File: src/shared/fetbe_pkg.sv
/*
  shared types and constants of the flag, extend, trap and branch
  execution unit. assumes a 20-bit address space and 16-bit words.
*/
`default_nettype none
package fetbe_pkg;
  // operation codes handed in by the decoder
  typedef enum logic [2:0] {
    OP_NOP = 3'b000, OP_SEXT = 3'b001, OP_FLAG_CLR = 3'b010, OP_FLAG_SET = 3'b011,
    OP_INC = 3'b100, OP_INT  = 3'b101, OP_OVERFLOW_TRAP_INSTR = 3'b110, OP_JMP_COND = 3'b111
  } fetbe_op_t;
  // destination operand kinds
  typedef enum logic [2:0] {
    DK_ACC_LB = 3'b000, DK_ACC_HB = 3'b001, DK_SBASE8 = 3'b010,
    DK_FBASE8 = 3'b011, DK_ABS16  = 3'b100, DK_ADR0   = 3'b101,
    DK_ADR1   = 3'b110, DK_OTHER  = 3'b111
  } fetbe_kind_t;
  // branch conditions
  typedef enum logic [3:0] {
    CND_HIGHER_SAME = 4'h0, CND_LOWER    = 4'h1, CND_EQUAL     = 4'h2,
    CND_NOT_EQUAL   = 4'h3, CND_HIGHER   = 4'h4, CND_LOWER_SAME = 4'h5,
    CND_POSITIVE    = 4'h6, CND_NEGATIVE = 4'h7, CND_SIGNED_GE = 4'h8,
    CND_SIGNED_LE   = 4'h9, CND_SIGNED_GT = 4'hA, CND_SIGNED_LT = 4'hB,
    CND_OVF         = 4'hC, CND_NO_OVF   = 4'hD
  } fetbe_cond_t;
  // trap sequencer states
  typedef enum logic [2:0] {
    ST_IDLE = 3'b000, ST_PUSH_HI = 3'b001, ST_PUSH_LO = 3'b010,
    ST_FETCH = 3'b011, ST_WAIT_VEC = 3'b100
  } fetbe_state_t;
  // flag register bit positions
  localparam int FL_CARRY = 0;
  localparam int FL_DBG   = 1;
  localparam int FL_ZERO  = 2;
  localparam int FL_SIGN  = 3;
  localparam int FL_BANK  = 4;
  localparam int FL_OVF   = 5;
  localparam int FL_IEN   = 6;
  localparam int FL_STK   = 7;
  localparam logic [7:0]  FLAG_RST      = 8'h00;
  localparam logic [19:0] OVERFLOW_TRAP_INSTR_VEC_ADDR = 20'hFFFE0;
  localparam logic [19:0] INT_LEN       = 20'h00002;
  localparam logic [19:0] OVERFLOW_TRAP_INSTR_LEN      = 20'h00001;
  localparam logic [19:0] SP_STEP       = 20'h00002;
  localparam logic [5:0]  INT_SYS_MAX   = 6'h1F;
  localparam logic [19:0] BR_BASE_SHORT = 20'h00001;
  localparam logic [19:0] BR_BASE_LONG  = 20'h00002;
  // one instruction request
  typedef struct packed {
    fetbe_op_t   op;
    logic        wide;
    fetbe_kind_t kind;
    logic [2:0]  flagSel;
    logic [5:0]  intNum;
    fetbe_cond_t cond;
    logic [7:0]  disp;
    logic [15:0] operand;
    logic [19:0] pc;
  } fetbe_req_t;
endpackage
`default_nettype wire

File: src/fetbe_exec.sv
/*
  execution unit for sign extend, flag clear/set, increment, software
  and overflow traps and conditional jumps. assumes the decoder holds
  a request until accepted and answers vector reads with vecAck.
*/
// Operation
// RQ1: byte sign extend copies bit 7 overflow_trap_instr upper byte, 16-bit result.
// RQ2: word sign extend writes sign of low accumulator overflow_trap_instr high word.
// RQ3: byte extend sets sign and zero from result; word keeps them.
// RQ4: flag clear writes 0 to one selected flag only.
// RQ5: flag set writes 1 to one selected flag only.
// RQ6: increment adds one, writes back, updates sign and zero.
// RQ7: byte increment only on accumulator bytes, base displacements, abs16.
// RQ8: trap pushes high part with flags, then low part; vector fetch.
// RQ9: number 31 or less clears stack-select and uses interrupt stack.
// RQ10: number 32 or more stacks through pointer selected by flag.
// RQ11: software interrupts are taken regardless of interrupt enable.
// RQ12: flags saved before change; enable and debug flags cleared.
// RQ13: software interrupt number limited to 0 through 63.
// RQ14: overflow trap only when overflow set, via fixed vector.
// RQ15: overflow trap unmaskable; clears stack-select, enable, debug.
// RQ16: conditional jump loads target when true, never touches flags.
// RQ17: unsigned and equality conditions from carry and zero.
// RQ18: signed and flag conditions from sign, overflow and zero.
// RQ19: target spans -127..+128 or -126..+129 from instruction start.
// RQ20: word increment wraps at 16 bits, sign and zero updated.
`timescale 1ns/1ps
`default_nettype none
module fetbe_exec
  import fetbe_pkg::*;
#(
  parameter int ADDR_W = 20
) (
  // clock and reset
  input  wire logic         ref_clk,
  input  wire logic         arst_n,
  // request
  input  wire logic         start,
  input  wire fetbe_req_t   reqIn,
  output logic              busy,
  output logic              done,
  output logic              illegalOp,
  // operand write back
  output logic              resultValid,
  output logic [15:0]       resultData,
  output logic              resultHighWr,
  output logic [15:0]       resultHigh,
  // stack pointers and table base
  input  wire logic [19:0]  intStackPtr,
  input  wire logic [19:0]  userStackPtr,
  input  wire logic [19:0]  intTableBase,
  output logic              spWr,
  output logic              spWrUser,
  output logic [19:0]       spOut,
  // stack writes and vector reads
  output logic              memWr,
  output logic [19:0]       memAddr,
  output logic [15:0]       memData,
  output logic              vecRd,
  output logic [19:0]       vecAddr,
  input  wire logic         vecAck,
  input  wire logic [19:0]  vecData,
  // program counter and flags
  output logic              pcWr,
  output logic [19:0]       pcOut,
  output logic [7:0]        flagReg
);
  if (ADDR_W != 20) begin : g_addr_check
    $error("fetbe_exec serves 20-bit addresses only");
  end

  fetbe_state_t state_reg;
  logic         accept;
  logic         trapGo;
  logic         incLegal;
  logic [19:0]  spBase_reg;
  logic         stackUser_reg;
  logic         sysInt_reg;
  logic [19:0]  retPc_reg;
  logic [19:0]  vecAddr_reg;
  logic [7:0]   savedFlags_reg;
  logic [15:0]  incSum;
  logic [15:0]  extByte;
  logic [19:0]  brTarget;

  // condition evaluation against the flag register
  function automatic logic condTrue(fetbe_cond_t c, logic [7:0] f);
    logic sx;
    sx = f[FL_SIGN] ^ f[FL_OVF];
    case (c)
      CND_HIGHER_SAME: condTrue = f[FL_CARRY];                   // [RQ17]
      CND_LOWER:       condTrue = !f[FL_CARRY];                  // [RQ17]
      CND_EQUAL:       condTrue = f[FL_ZERO];                    // [RQ17]
      CND_NOT_EQUAL:   condTrue = !f[FL_ZERO];                   // [RQ17]
      CND_HIGHER:      condTrue = f[FL_CARRY] & !f[FL_ZERO];     // [RQ17]
      CND_LOWER_SAME:  condTrue = !(f[FL_CARRY] & !f[FL_ZERO]);  // [RQ17]
      CND_POSITIVE:    condTrue = !f[FL_SIGN];                   // [RQ18]
      CND_NEGATIVE:    condTrue = f[FL_SIGN];                    // [RQ18]
      CND_SIGNED_GE:   condTrue = !sx;                           // [RQ18]
      CND_SIGNED_LT:   condTrue = sx;                            // [RQ18]
      CND_SIGNED_GT:   condTrue = !(sx | f[FL_ZERO]);            // [RQ18]
      CND_SIGNED_LE:   condTrue = sx | f[FL_ZERO];               // [RQ18]
      CND_OVF:         condTrue = f[FL_OVF];                     // [RQ18]
      CND_NO_OVF:      condTrue = !f[FL_OVF];                    // [RQ18]
      default:         condTrue = 1'b0;
    endcase
  endfunction

  // signed-compare and overflow conditions use a two-byte opcode
  function automatic logic longCond(fetbe_cond_t c);
    longCond = (c >= CND_SIGNED_GE);
  endfunction

  // request acceptance and operand arithmetic
  assign busy     = (state_reg != ST_IDLE);
  assign accept   = start && !busy;
  assign trapGo   = (reqIn.op == OP_INT) ||                      // [RQ11]
                    (reqIn.op == OP_OVERFLOW_TRAP_INSTR && flagReg[FL_OVF]);    // [RQ14]
  assign incLegal = reqIn.wide ?                                 // [RQ7]
                    (reqIn.kind == DK_ADR0 || reqIn.kind == DK_ADR1) :
                    (reqIn.kind <= DK_ABS16);
  assign incSum   = reqIn.operand + 16'h0001;                    // [RQ20]
  assign extByte  = {{8{reqIn.operand[7]}}, reqIn.operand[7:0]}; // [RQ1]
  // displacement counted from the byte after the opcode
  assign brTarget = 20'(reqIn.pc + {{12{reqIn.disp[7]}}, reqIn.disp}
                    + (longCond(reqIn.cond) ? BR_BASE_LONG : BR_BASE_SHORT)); // [RQ19]

  // trap sequencer
  always_ff @(posedge ref_clk or negedge arst_n) begin
    if (!arst_n) begin
      state_reg <= ST_IDLE;
    end else begin
      case (state_reg)
        ST_IDLE:     if (accept && trapGo) state_reg <= ST_PUSH_HI;
        ST_PUSH_HI:  state_reg <= ST_PUSH_LO;                    // [RQ8]
        ST_PUSH_LO:  state_reg <= ST_FETCH;
        ST_FETCH:    state_reg <= ST_WAIT_VEC;
        ST_WAIT_VEC: if (vecAck) state_reg <= ST_IDLE;
        default:     state_reg <= ST_IDLE;
      endcase
    end
  end

  // trap context captured at acceptance
  always_ff @(posedge ref_clk or negedge arst_n) begin
    if (!arst_n) begin
      spBase_reg     <= 20'h00000;
      stackUser_reg  <= 1'b0;
      sysInt_reg     <= 1'b0;
      retPc_reg      <= 20'h00000;
      vecAddr_reg    <= 20'h00000;
      savedFlags_reg <= FLAG_RST;
    end else if (accept && trapGo) begin
      savedFlags_reg <= flagReg;                                 // [RQ12]
      if (reqIn.op == OP_INT) begin
        // 6-bit number field caps the range at 63
        sysInt_reg    <= (reqIn.intNum <= INT_SYS_MAX);          // [RQ13]
        stackUser_reg <= (reqIn.intNum > INT_SYS_MAX) && flagReg[FL_STK]; // [RQ10]
        spBase_reg    <= (reqIn.intNum <= INT_SYS_MAX || !flagReg[FL_STK]) ?
                         intStackPtr : userStackPtr;             // [RQ9]
        retPc_reg     <= 20'(reqIn.pc + INT_LEN);
        vecAddr_reg   <= 20'(intTableBase + {12'h000, reqIn.intNum, 2'b00}); // [RQ8]
      end else begin
        sysInt_reg    <= 1'b1;                                   // [RQ15]
        stackUser_reg <= flagReg[FL_STK];
        spBase_reg    <= flagReg[FL_STK] ? userStackPtr : intStackPtr;
        retPc_reg     <= 20'(reqIn.pc + OVERFLOW_TRAP_INSTR_LEN);
        vecAddr_reg   <= OVERFLOW_TRAP_INSTR_VEC_ADDR;                          // [RQ14]
      end
    end
  end

  // stack pushes: high part with flags first, then low word
  always_ff @(posedge ref_clk or negedge arst_n) begin
    if (!arst_n) begin
      memWr   <= 1'b0;
      memAddr <= 20'h00000;
      memData <= 16'h0000;
    end else begin
      memWr <= 1'b0;
      if (state_reg == ST_IDLE && accept && trapGo) begin
        memWr   <= 1'b1;
        memAddr <= 20'((reqIn.op == OP_INT &&
                       (reqIn.intNum <= INT_SYS_MAX || !flagReg[FL_STK])) ||
                       (reqIn.op == OP_OVERFLOW_TRAP_INSTR && !flagReg[FL_STK]) ?
                       intStackPtr - SP_STEP : userStackPtr - SP_STEP); // [RQ8]
        memData <= {4'h0, (reqIn.op == OP_INT) ? 4'(20'(reqIn.pc + INT_LEN) >> 16) :
                    4'(20'(reqIn.pc + OVERFLOW_TRAP_INSTR_LEN) >> 16), flagReg}; // [RQ12]
      end else if (state_reg == ST_PUSH_HI) begin
        memWr   <= 1'b1;
        memAddr <= 20'(spBase_reg - SP_STEP - SP_STEP);          // [RQ8]
        memData <= retPc_reg[15:0];
      end
    end
  end

  // stack pointer update and vector read
  always_ff @(posedge ref_clk or negedge arst_n) begin
    if (!arst_n) begin
      spWr     <= 1'b0;
      spWrUser <= 1'b0;
      spOut    <= 20'h00000;
      vecRd    <= 1'b0;
      vecAddr  <= 20'h00000;
    end else begin
      spWr  <= 1'b0;
      vecRd <= 1'b0;
      if (state_reg == ST_PUSH_LO) begin
        spWr     <= 1'b1;
        spWrUser <= stackUser_reg;
        spOut    <= 20'(spBase_reg - SP_STEP - SP_STEP);
        vecRd    <= 1'b1;
        vecAddr  <= vecAddr_reg;
      end
    end
  end

  // flag register
  always_ff @(posedge ref_clk or negedge arst_n) begin
    if (!arst_n) begin
      flagReg <= FLAG_RST;
    end else if (state_reg == ST_FETCH) begin
      flagReg[FL_IEN] <= 1'b0;                                   // [RQ12]
      flagReg[FL_DBG] <= 1'b0;                                   // [RQ15]
      if (sysInt_reg) flagReg[FL_STK] <= 1'b0;                   // [RQ9]
    end else if (accept) begin
      case (reqIn.op)
        OP_FLAG_CLR: flagReg[reqIn.flagSel] <= 1'b0;             // [RQ4]
        OP_FLAG_SET: flagReg[reqIn.flagSel] <= 1'b1;             // [RQ5]
        OP_SEXT: if (!reqIn.wide) begin                          // [RQ3]
          flagReg[FL_SIGN] <= extByte[15];
          flagReg[FL_ZERO] <= (extByte == 16'h0000);
        end
        OP_INC: if (incLegal) begin                              // [RQ6]
          flagReg[FL_SIGN] <= reqIn.wide ? incSum[15] : incSum[7];
          flagReg[FL_ZERO] <= reqIn.wide ? (incSum == 16'h0000) :
                              (incSum[7:0] == 8'h00);
        end
        default: ;
      endcase
    end
  end

  // operand results
  always_ff @(posedge ref_clk or negedge arst_n) begin
    if (!arst_n) begin
      resultValid  <= 1'b0;
      resultData   <= 16'h0000;
      resultHighWr <= 1'b0;
      resultHigh   <= 16'h0000;
      illegalOp    <= 1'b0;
    end else begin
      resultValid  <= 1'b0;
      resultHighWr <= 1'b0;
      illegalOp    <= 1'b0;
      if (accept && reqIn.op == OP_SEXT) begin
        resultValid <= 1'b1;
        if (reqIn.wide) begin
          resultData   <= reqIn.operand;
          resultHighWr <= 1'b1;
          resultHigh   <= {16{reqIn.operand[15]}};               // [RQ2]
        end else begin
          resultData <= extByte;                                 // [RQ1]
        end
      end else if (accept && reqIn.op == OP_INC) begin
        resultValid <= incLegal;
        illegalOp   <= !incLegal;                                // [RQ7]
        resultData  <= reqIn.wide ? incSum :                     // [RQ6]
                       {reqIn.operand[15:8], incSum[7:0]};
      end
    end
  end

  // program counter loads and completion
  always_ff @(posedge ref_clk or negedge arst_n) begin
    if (!arst_n) begin
      pcWr  <= 1'b0;
      pcOut <= 20'h00000;
      done  <= 1'b0;
    end else begin
      pcWr <= 1'b0;
      done <= 1'b0;
      if (state_reg == ST_WAIT_VEC && vecAck) begin
        pcWr  <= 1'b1;
        pcOut <= vecData;
        done  <= 1'b1;
      end else if (accept && !trapGo) begin
        done <= 1'b1;
        if (reqIn.op == OP_JMP_COND && condTrue(reqIn.cond, flagReg)) begin
          pcWr  <= 1'b1;                                         // [RQ16]
          pcOut <= brTarget;
        end
      end
    end
  end
endmodule
`default_nettype wire

File: config.mk
export PLATFORM = sky130hd
export DESIGN_NAME = fetbe_exec
export DESIGN_NICKNAME = d
export VERILOG_FILES = /design/src/shared/fetbe_pkg.sv /design/src/fetbe_exec.sv
export SDC_FILE = /design/constraint.sdc
export NUM_CORES = 1
export LEC_CHECK = 0
export BUFFER_PORTS_ARGS = -buffer_cell sky130_fd_sc_hd__buf_2
export CORE_AREA = 4 4 178 180
export DETAILED_ROUTE_END_ITERATION = 10
export DIE_AREA = 0 0 182 184
export SYNTH_ARGS = -nofsm -noshare
export SYNTH_HDL_FRONTEND = slang
export SYNTH_SLANG_ARGS = --single-unit
File: constraint.sdc
create_clock -name ref_clk -period 3.6 [get_ports ref_clk]
set_input_delay 0.72 -clock ref_clk [delete_from_list [all_inputs] [get_ports ref_clk]]
set_output_delay 0.72 -clock ref_clk [all_outputs]
set_load 0.01 [all_outputs]
==> impl_metrics.tcl, run 1 <==
set metrics [dict create \
    io-pin-count 294 \
    rr_endpoint "memAddr[17]$_DFFE_PN0P_" \
    r2r_start "flagReg[7]$_DFFE_PN0P_" \
    ys.flop_type "dfrtp_1" \
    synthTopCellsByArea "dfrtp_1 (40%), nand2_1 (7.0%), ha_1 (5.0%), o21ai_0 (4.5%), xnor2_1 (3.7%)" \
    area_growth_pct 20.56 \
    dp_hpwl_um 27400 \
    hold_buffers 0 \
    clockRootBuffer "clkbuf_16" \
    synth_xor_area_frac 0.06674 \
    synthesis.nets 1555 \
    reg2reg_depth 11 \
    synth_edf_count 0 \
    grt_pass1_vias 10750 \
    p_sw_frac 0.3878 \
    synth_mux_area_frac 0.03677 \
    slew_viol_final 0 \
    fin_util 0.4769 \
    synthAdderAreaFrac 0.05699 \
    rows 64 \
    synth_most_common_cell "nand2_1" \
    clkPwrFrac 0.217 \
    p_per_area_nw_per_um2 652.3 \
    antenna_left 0 \
    final_hold_viol_count 0 \
    globalRoute.totalOverflow 0 \
    rrSetupSlack_ns 0.59 \
    drc 0 \
    wl_um 36150 \
    fill_cells 2949 \
    worstSkewPairLatency_ns 0.44 \
    die_w_um 182 \
    ir_drop_uv 329.1 \
    ys_types 83 \
    vias 11040 \
    async_flop_share 1.000 \
    ys_ff_latch 190 \
    setup_viol 0 \
    synth-simple-area-share 0.2110 \
    power_frac_seq 0.391 \
    coreArea_um2 30190 \
    synth_top_area_frac 0.3981 \
    internal_power_uw 5750 \
    grtUsageTotal 0.2146 \
    worst-path-max-fanout 4 \
    tightest_slew_ns 0.8169 \
    synth_top_family_by_area "simple AND/OR/NAND/NOR gates" \
    ys_top_cells_by_count "nand2_1 (222), dfrtp_1 (190), nor2_1 (111)" \
    viasPerCell 5.456 \
    p_sw_uw 3642 \
    placed_area_um2 13780 \
    worst-setup-path-type "in2reg" \
    critPathArrivalTime_ns 3.43 \
    clk_path_buf_depth 2 \
    final_nets 1813 \
    ctsResizeCount 0 \
    die_h_um 184 \
    post-route-min-period_ns 3.108 \
    cts_buffers 17 \
    pwr-share-comb 0.392 \
    synth_area_per_cell_um2 8.814 \
    gp_congestion 0.8904 \
    dp.cells 1990 \
    cts.sinks 190 \
    dieArea_um2 33490 \
    postCtsSetupRepairBufs 0 \
    status "finished clean" \
    finalSetupTns_ns 0 \
    cts.clk_slew.worst_paths_ns 0.08 \
    p_leak_uw 0.006979 \
    htreeDepth 4 \
    relSlewSlack 0.4554 \
    start_kind "input pin" \
    worstPathRequired_ns 3.92 \
    yosys_warnings 0 \
    critPathCaptureType "flop" \
    final_layout_size_suffix_gt1_frac 0.2386 \
    ys_seq_area_frac 0.3981 \
    numPortBuffers 293 \
    post_drt_wl_per_cell_um 17.87 \
    design_area_um2 14400 \
    synth_compound_area_frac 0.1883 \
    synth_top_area_cell "dfrtp_1" \
    antenna_found_initial 2 \
    start_util 0.3956 \
    post-route-period-util 0.8634 \
    fmax_mhz 321.7 \
    grt_max_degree 76 \
    drt_iter0_drc 654 \
    tritoncts "yes" \
    final_cells 2023 \
    cap_violations 0 \
    largest_reg_flops 40 \
    grt_pass1_wl_um 58260 \
    syn_inst 1355 \
    clock_skew_ns 0.01576 \
    rsz0062_at_grt "no" \
    syn-cell-area_um2 11940 \
    hold_class "in2async" \
    first_pass_iters 5 \
    power_uw 9392 \
]
metal layers:
metal,GRT usage,up-vias,routed length (µm)
li1,-,5370,-
met1,0.2999,5259,16570
met2,0.3432,362,16740
met3,0.03581,45,2060
met4,0.06695,2,765
met5,0,-,7
placed cells by master (no fill, tap or decap), types with 31 or more instances in the layout:
| cell | instances |
|---|---|
| buf_2 | 292 |
| nand2_1 | 221 |
| dfrtp_1 | 190 |
| nor2_1 | 111 |
| o21ai_0 | 107 |
| a21oi_1 | 70 |
| xnor2_1 | 50 |
| ha_1 | 48 |
| xor2_1 | 41 |
| mux2i_1 | 36 |
| nor3_1 | 34 |
| buf_4 | 31 |
worst max-delay path, cell delays in order:
cell	delay (ns)
buf_2	0.12
fa_1	0.48
ha_1	0.25
fa_1	0.43
a211oi_1	0.39
o21a_1	0.26
o21ai_0	0.19
a311oi_1	0.34
xnor2_1	0.16
o21ai_0	0.08
through the flow:
step,hold WS (ns),setup WS (ns)
floorplan,0.4197,0.01526
global placement,0.4484,0.04342
detailed placement,0.4527,0.02733
CTS,0.3152,0.5148
global route,0.3408,0.2689
finish,0.3122,0.4919
cells by family after synthesis:
family / Yosys count
AOI/OAI and AO/OA: 343
and+or+nand+nor: 526
xor gates and xnor gates: 91
adders and majority gates: 52
buffers and inverters: 110
DFF: 190
muxes: 43
worst max path at each step:
| stage | start | end | slack [ns] | depth (start not counted) |
|---|---|---|---|---|
| CTS | reqIn[1] | pcOut[19]$_DFFE_PN0P_ | 0.51 | 10 |
| floorplan | reqIn[62] | memAddr[17]$_DFFE_PN0P_ | 0.02 | 13 |
| detailed placement | reqIn[1] | pcOut[19]$_DFFE_PN0P_ | 0.03 | 10 |
| global route | flagReg[7]$_DFFE_PN0P_ | memAddr[17]$_DFFE_PN0P_ | 0.27 | 11 |
| global placement | reqIn[1] | pcOut[15]$_DFFE_PN0P_ | 0.04 | 10 |
| finish | reqIn[1] | pcOut[19]$_DFFE_PN0P_ | 0.49 | 10 |
final cells by class:
| cell class | count | area [µm²] | share of cell area |
|---|---|---|---|
| Antenna cell | 1 | 2.502 | 0.0001738 |
| Clock buffer | 18 | 439.2 | 0.03050 |
| Clock inverter | 14 | 177.7 | 0.01234 |
| Inverter | 24 | 90.09 | 0.006257 |
| Multi-Input combinational cell | 1055 | 6710 | 0.4661 |
| Sequential cell | 190 | 4755 | 0.3302 |
| Tap cell | 396 | 495.5 | 0.03441 |
| Timing Repair Buffer | 325 | 1728 | 0.1200 |
power groups by stage:
stage	combinational, µW	clock (µW)	sequential, µW
2_1_floorplan	2150	0	3860
3_3_place_gp	3680	0	3690
3_5_place_dp	3730	0	3700
4_1_cts	3740	2080	3680
5_1_grt	4170	2170	3800
6_report	3680	2040	3670
(Power assumes the default switching activity.)
==> run 2, diff against run 1 <==
Settings changed: CAP_MARGIN from default to 20, CORE_AREA 4 4 178 180 to 2 2 176 178, DIE_AREA 0 0 182 184 to 0 0 178 180, GPL_ROUTABILITY_DRIVEN from default to 0.
==> run 2 against run 1 <==
Compared with the run above:
- total power fell by 0.85%
- combinational power is essentially flat
- sequential share of layout area is 0.066 points higher
- worst hold slack improved by 0.0058 ns
- non-clock buffer count decreased by 4
- flip-flop and latch count is the same
- die area is 4.3% lower
- via count shrank 1.2%
- first-iteration DRC count down 15%
- sequential power about the same
- maximum frequency down 1.4%
==> impl_metrics.tcl, run 2 (synthesis results as in run 1) <==
set metrics [dict create \
    postCtsSetupRepairBufs 0 \
    start_util 0.3956 \
    wl_met2_um 16810 \
    hold_class "in2async" \
    cp_cell_sequence "buf_2 -> inv_1 -> fa_1 -> ha_1 -> fa_1 -> a211oi_1 -> o21a_1 -> o21ai_0 -> a31oi_1 -> xnor2_1 -> a221o_1" \
    cts.clk_slew.worst_paths_ns 0.07 \
    dieArea_um2 32040 \
    grt_pass1_wl_um 57420 \
    holdWs_ns 0.3180 \
    critPathCaptureType "flop" \
    start_kind "input pin" \
    slowest_delay_ns 0.44 \
    grtUsageTotal 0.2253 \
    relSlewSlack 0.4484 \
    wl_um 35910 \
    dp_hpwl_um 26790 \
    cpMaxStageDelayCell "fa_1" \
    drc 0 \
    status "finished clean" \
    grt_pass1_vias 10570 \
    drt_iter0_drc 557 \
    finalSetupTns_ns 0 \
    io-pin-count 294 \
    tritoncts "yes" \
    crit_top_cell "fa_1" \
    rows 64 \
    ctsResizeCount 0 \
    slew_viol_final 0 \
    worst-path-max-fanout 8 \
    cts.sinks 190 \
    setup_viol 0 \
    clk_path_buf_depth 2 \
    route.met3.wl_um 1826 \
    globalRoute.totalOverflow 0 \
    first_pass_iters 5 \
    wirelength_met1_um 16620 \
    clockRootBuffer "clkbuf_16" \
    final_common_cell "buf_2" \
    maxUsedRoutingLayer "met4" \
    die_w_um 178 \
    htreeDepth 4 \
    post_drt_wl_per_cell_um 17.77 \
    numPortBuffers 293 \
    antenna_left 0 \
    cts_buffers 17 \
    cap_violations 0 \
    tightest_slew_ns 0.8264 \
    rsz0062_at_grt "no" \
    viasPerCell 5.395 \
    final_layout_size_suffix_gt1_frac 0.2363 \
    clock_skew_ns 0.01350 \
    p_per_area_nw_per_um2 648.1 \
    cp_top_family "compound AO/OA/AOI/OAI gates" \
    coreArea_um2 30190 \
    worstSkewPairLatency_ns 0.44 \
    p_leak_uw 0.006970 \
    worstPathRequired_ns 3.93 \
    final_hold_viol_count 0 \
    largest_reg_flops 40 \
    worst-setup-path-type "in2reg" \
    vias 10900 \
    fmax_mhz 317.1 \
    final_nets 1809 \
    ir_drop_uv 310.4 \
    critPathArrivalTime_ns 3.48 \
    post-route-period-util 0.8759 \
    post-route-min-period_ns 3.153 \
    die_h_um 180 \
    layout_common_cells "buf_2 (292), nand2_1 (221), dfrtp_1 (190)" \
    antenna_found_initial 4 \
    hold_buffers 0 \
    cp_num_buf_inv 2 \
    area_growth_pct 20.31 \
    grt_max_degree 79 \
]
-- run 2: cell count changes in the layout (fill, tap and decap cells not counted) --
| cell | before | now |
|---|---|---|
| buf_12 | 1 | 3 |
| bufinv_16 | 3 | 2 |
| buf_4 | 31 | 25 |
| diode_2 | 1 | 4 |
| clkinvlp_4 | 3 | 0 |
| inv_6 | 5 | 4 |
| clkinv_4 | 0 | 2 |
| inv_8 | 1 | 0 |
| clkinv_2 | 2 | 4 |
| clkbuf_8 | 2 | 3 |
-- run 2: report_power, final --
part,switching [µW],internal [µW],total [µW]
Clock,889,1060,1950
Combinational,2130,1560,3690
Sequential,612,3060,3670
-- run 2: worst paths after layout --
check                                       start                 endpoint  slack (ns)  depth (start not counted)
max                                     reqIn[47]    pcOut[15]$_DFFE_PN0P_        0.45                         11
min                                        arst_n   vecAddr[9]$_DFFE_PN0P_        0.32                          1
max reg2reg                flagReg[7]$_DFFE_PN0P_  memAddr[17]$_DFFE_PN0P_        0.47                         11
min reg2reg                sysInt_reg$_DFFE_PN0P_   flagReg[7]$_DFFE_PN0P_        0.46                          1
max in group asynchronous                  arst_n   resultHighWr$_DFF_PN0_        2.54                          2
min in group ref_clk       sysInt_reg$_DFFE_PN0P_   flagReg[7]$_DFFE_PN0P_        0.46                          1
-- run 2: metrics by stage --
stage	cell area (µm²)	utilization	power, µW	cells	setup WS [ns]
floorplan	11940	-	6008	1355	0.01526
global placement	13770	0.4562	7346	1986	0.05495
detailed placement	13770	0.4562	7436	1986	-0.004774
CTS	14360	0.4756	9411	2017	0.4209
global route	14370	0.4760	10030	2021	0.1611
finish	14370	0.4760	9312	2021	0.4468
-- run 2: layout make-up --
| class | instances | area, µm² |
|---|---|---|
| fillers | 3060 | 15820 |
| multi-input cells | 1055 | 6710 |
| flip-flops and latches | 190 | 4755 |
| repair buffers | 321 | 1723 |
| well taps | 396 | 495.5 |
| clock buffers | 19 | 452.9 |
| clock inverters | 12 | 132.6 |
| inverters | 24 | 90.09 |
| diodes | 4 | 10.01 |
-- run 2: metal layers --
layer | up-vias | global-route usage
met5 | - | 0
met3 | 36 | 0.04082
li1 | 5354 | -
met2 | 305 | 0.3606
met1 | 5208 | 0.3108
met4 | 0 | 0.06492
-- run 2: worst reg2reg max path, delay by kind of cell (launching register included) --
| family | cells | cell delay [ns] |
|---|---|---|
| AOI/OAI and AO/OA | 3 | 0.63 |
| xor gates and xnor gates | 1 | 0.16 |
| adders and majority gates | 1 | 0.20 |
| DFF | 1 | 0.54 |
| muxes | 1 | 0.25 |
| and+or+nand+nor | 5 | 1.25 |
==> run 3, diff against run 2 <==
Clock period 3.6 ns to 2.6 ns, I/O delays scaled along.
==> run 3 against run 2 <==
Compared with the run above:
- non-clock buffer count is 95 higher
- worst hold slack worse by 0.30 ns
- combinational power is 45% higher
- flip-flop and latch count stayed put
- clock skew is 0.0017 ns lower
- critical path depth stayed put
- utilization is 3.0 points higher
- global-route usage is 0.54 points higher
- clock power is 45% higher
- routed wire length is 1.8% higher
- critical path type is now reg2reg
==> impl_metrics.tcl, run 3 (synthesis results as in run 1) <==
set metrics [dict create \
    maxUsedRoutingLayer "met5" \
    fill_cells 2929 \
    clk_path_buf_depth 2 \
    antenna_left 0 \
    rsz0062_at_grt "yes" \
    hold_buffers 0 \
    slew_viol_final 0 \
    clockRootBuffer "clkbuf_16" \
    power_uw 13240 \
    viasPerCell 5.305 \
    numPortBuffers 293 \
    cap_violations 0 \
    final_layout_size_suffix_gt1_frac 0.2918 \
    setup_viol 0 \
    r2r_start "flagReg[7]$_DFFE_PN0P_" \
    pre_cts_slack_ns -0.4857 \
    critPathCaptureType "flop" \
    p_per_area_nw_per_um2 867.0 \
    cts.sinks 190 \
    final_nets 1904 \
    wl_um 36570 \
    layout_common_cells "buf_2 (292), nand2_1 (219), dfrtp_1 (190)" \
    hold_class "in2async" \
    rows 64 \
    worstSkewPairLatency_ns 0.44 \
    final_common_cell "buf_2" \
    post-route-period-util 0.9911 \
    p_leak_uw 0.007498 \
    rr_endpoint "memAddr[17]$_DFFE_PN0P_" \
    area_growth_pct 27.90 \
    fmax_mhz 388.1 \
    route.met3.wl_um 1778 \
    grtUsageTotal 0.2307 \
    post-route-min-period_ns 2.577 \
    start_kind "flop" \
    start_util 0.3956 \
    final_hold_viol_count 0 \
    worst-path-max-fanout 3 \
    worst-setup-path-type "reg2reg" \
    clock_skew_ns 0.01177 \
    grt_pass1_vias 11040 \
    post_drt_wl_per_cell_um 17.29 \
    wl_met2_um 17250 \
    cts_buffers 17 \
    cts.clk_slew.worst_paths_ns 0.07 \
    drc 0 \
    critPathArrivalTime_ns 2.90 \
    ir_drop_uv 409.7 \
    tightest_slew_ns 0.8152 \
    antenna_found_initial 3 \
    fin_ws_ns 0.02317 \
    relSlewSlack 0.4565 \
    die_w_um 178 \
    die_h_um 180 \
    first_pass_iters 5 \
    rrSetupSlack_ns 0.02 \
    grt_pass1_wl_um 58750 \
    worstPathRequired_ns 2.92 \
    reg2reg_depth 11 \
    drt_iter0_drc 587 \
    status "finished clean" \
    dieArea_um2 32040 \
    globalRoute.totalOverflow 0 \
    fin_util 0.5060 \
    largest_reg_flops 40 \
    coreArea_um2 30190 \
    tritoncts "yes" \
    dp_hpwl_um 28090 \
    wirelength_met1_um 16790 \
    vias 11220 \
    io-pin-count 294 \
    htreeDepth 4 \
    grt_max_degree 63 \
]
[run 3: worst max-delay path, stage by stage, from the launching register on]
cell and delay, ns:
dfrtp_1 0.40, nor2_2 0.06, a22o_4 0.25, nand2_4 0.09
mux2i_1 0.20, ha_2 0.20, nor4b_4 0.23, nand3_2 0.12
or3_4 0.42, a221oi_4 0.24, xnor2_1 0.14, o21ai_1 0.09
[run 3: what timing repair did]
| action | in CTS | in global routing |
|---|---|---|
| setup buffers | 1 | 2 |
| setup endpoints to repair | 2 | 10 |
| gates resized for setup | 2 | 9 |
| pin swaps | 3 | 6 |
[run 3: report_power, final]
part	internal, µW	switching (µW)
clock	1560	1270
sequential	4230	826
combinational	2330	3020
[run 3: metal layers]
| metal | GRT usage | up-vias |
|---|---|---|
| li1 | - | 5545 |
| met4 | 0.06557 | 2 |
| met3 | 0.04315 | 46 |
| met1 | 0.3097 | 5330 |
| met2 | 0.3784 | 297 |
| met5 | 0 | - |
[run 3: through the flow]
step / std cells / instance area (µm²) / hold WS (ns) / TNS [ns]
5_1_grt: 2114 / 15270 / 0.03488 / -0.2058
4_1_cts: 2111 / 15210 / 0.02573 / 0
3_3_place_gp: 2078 / 14580 / 0.4406 / -4.939
3_5_place_dp: 2078 / 14580 / 0.4420 / -5.895
6_report: 2115 / 15270 / 0.01981 / 0
2_1_floorplan: 1355 / 12060 / 0.2244 / -2.268
[run 3: how the worst max path moves through the flow]
stage,startpoint,slack (ns),to
2_1_floorplan,reqIn[62],-0.43,memAddr[17]$_DFFE_PN0P_
3_3_place_gp,reqIn[0],-0.47,pcOut[15]$_DFFE_PN0P_
3_5_place_dp,reqIn[47],-0.49,pcOut[15]$_DFFE_PN0P_
4_1_cts,flagReg[7]$_DFFE_PN0P_,0.006,memAddr[17]$_DFFE_PN0P_
5_1_grt,flagReg[7]$_DFFE_PN0P_,-0.15,memAddr[17]$_DFFE_PN0P_
6_report,flagReg[7]$_DFFE_PN0P_,0.02,memAddr[17]$_DFFE_PN0P_
[run 3: final cells by class]
cell class              instances  area, µm²  share of cell area
flip-flops and latches        190       4755              0.3113
clock inverters                14      178.9             0.01171
well taps                     396      495.5             0.03244
diodes                          2      5.005           0.0003277
clock buffers                  18      439.2             0.02875
multi-input cells            1055       6850              0.4485
repair buffers                416       2461              0.1611
inverters                      24      90.09            0.005898
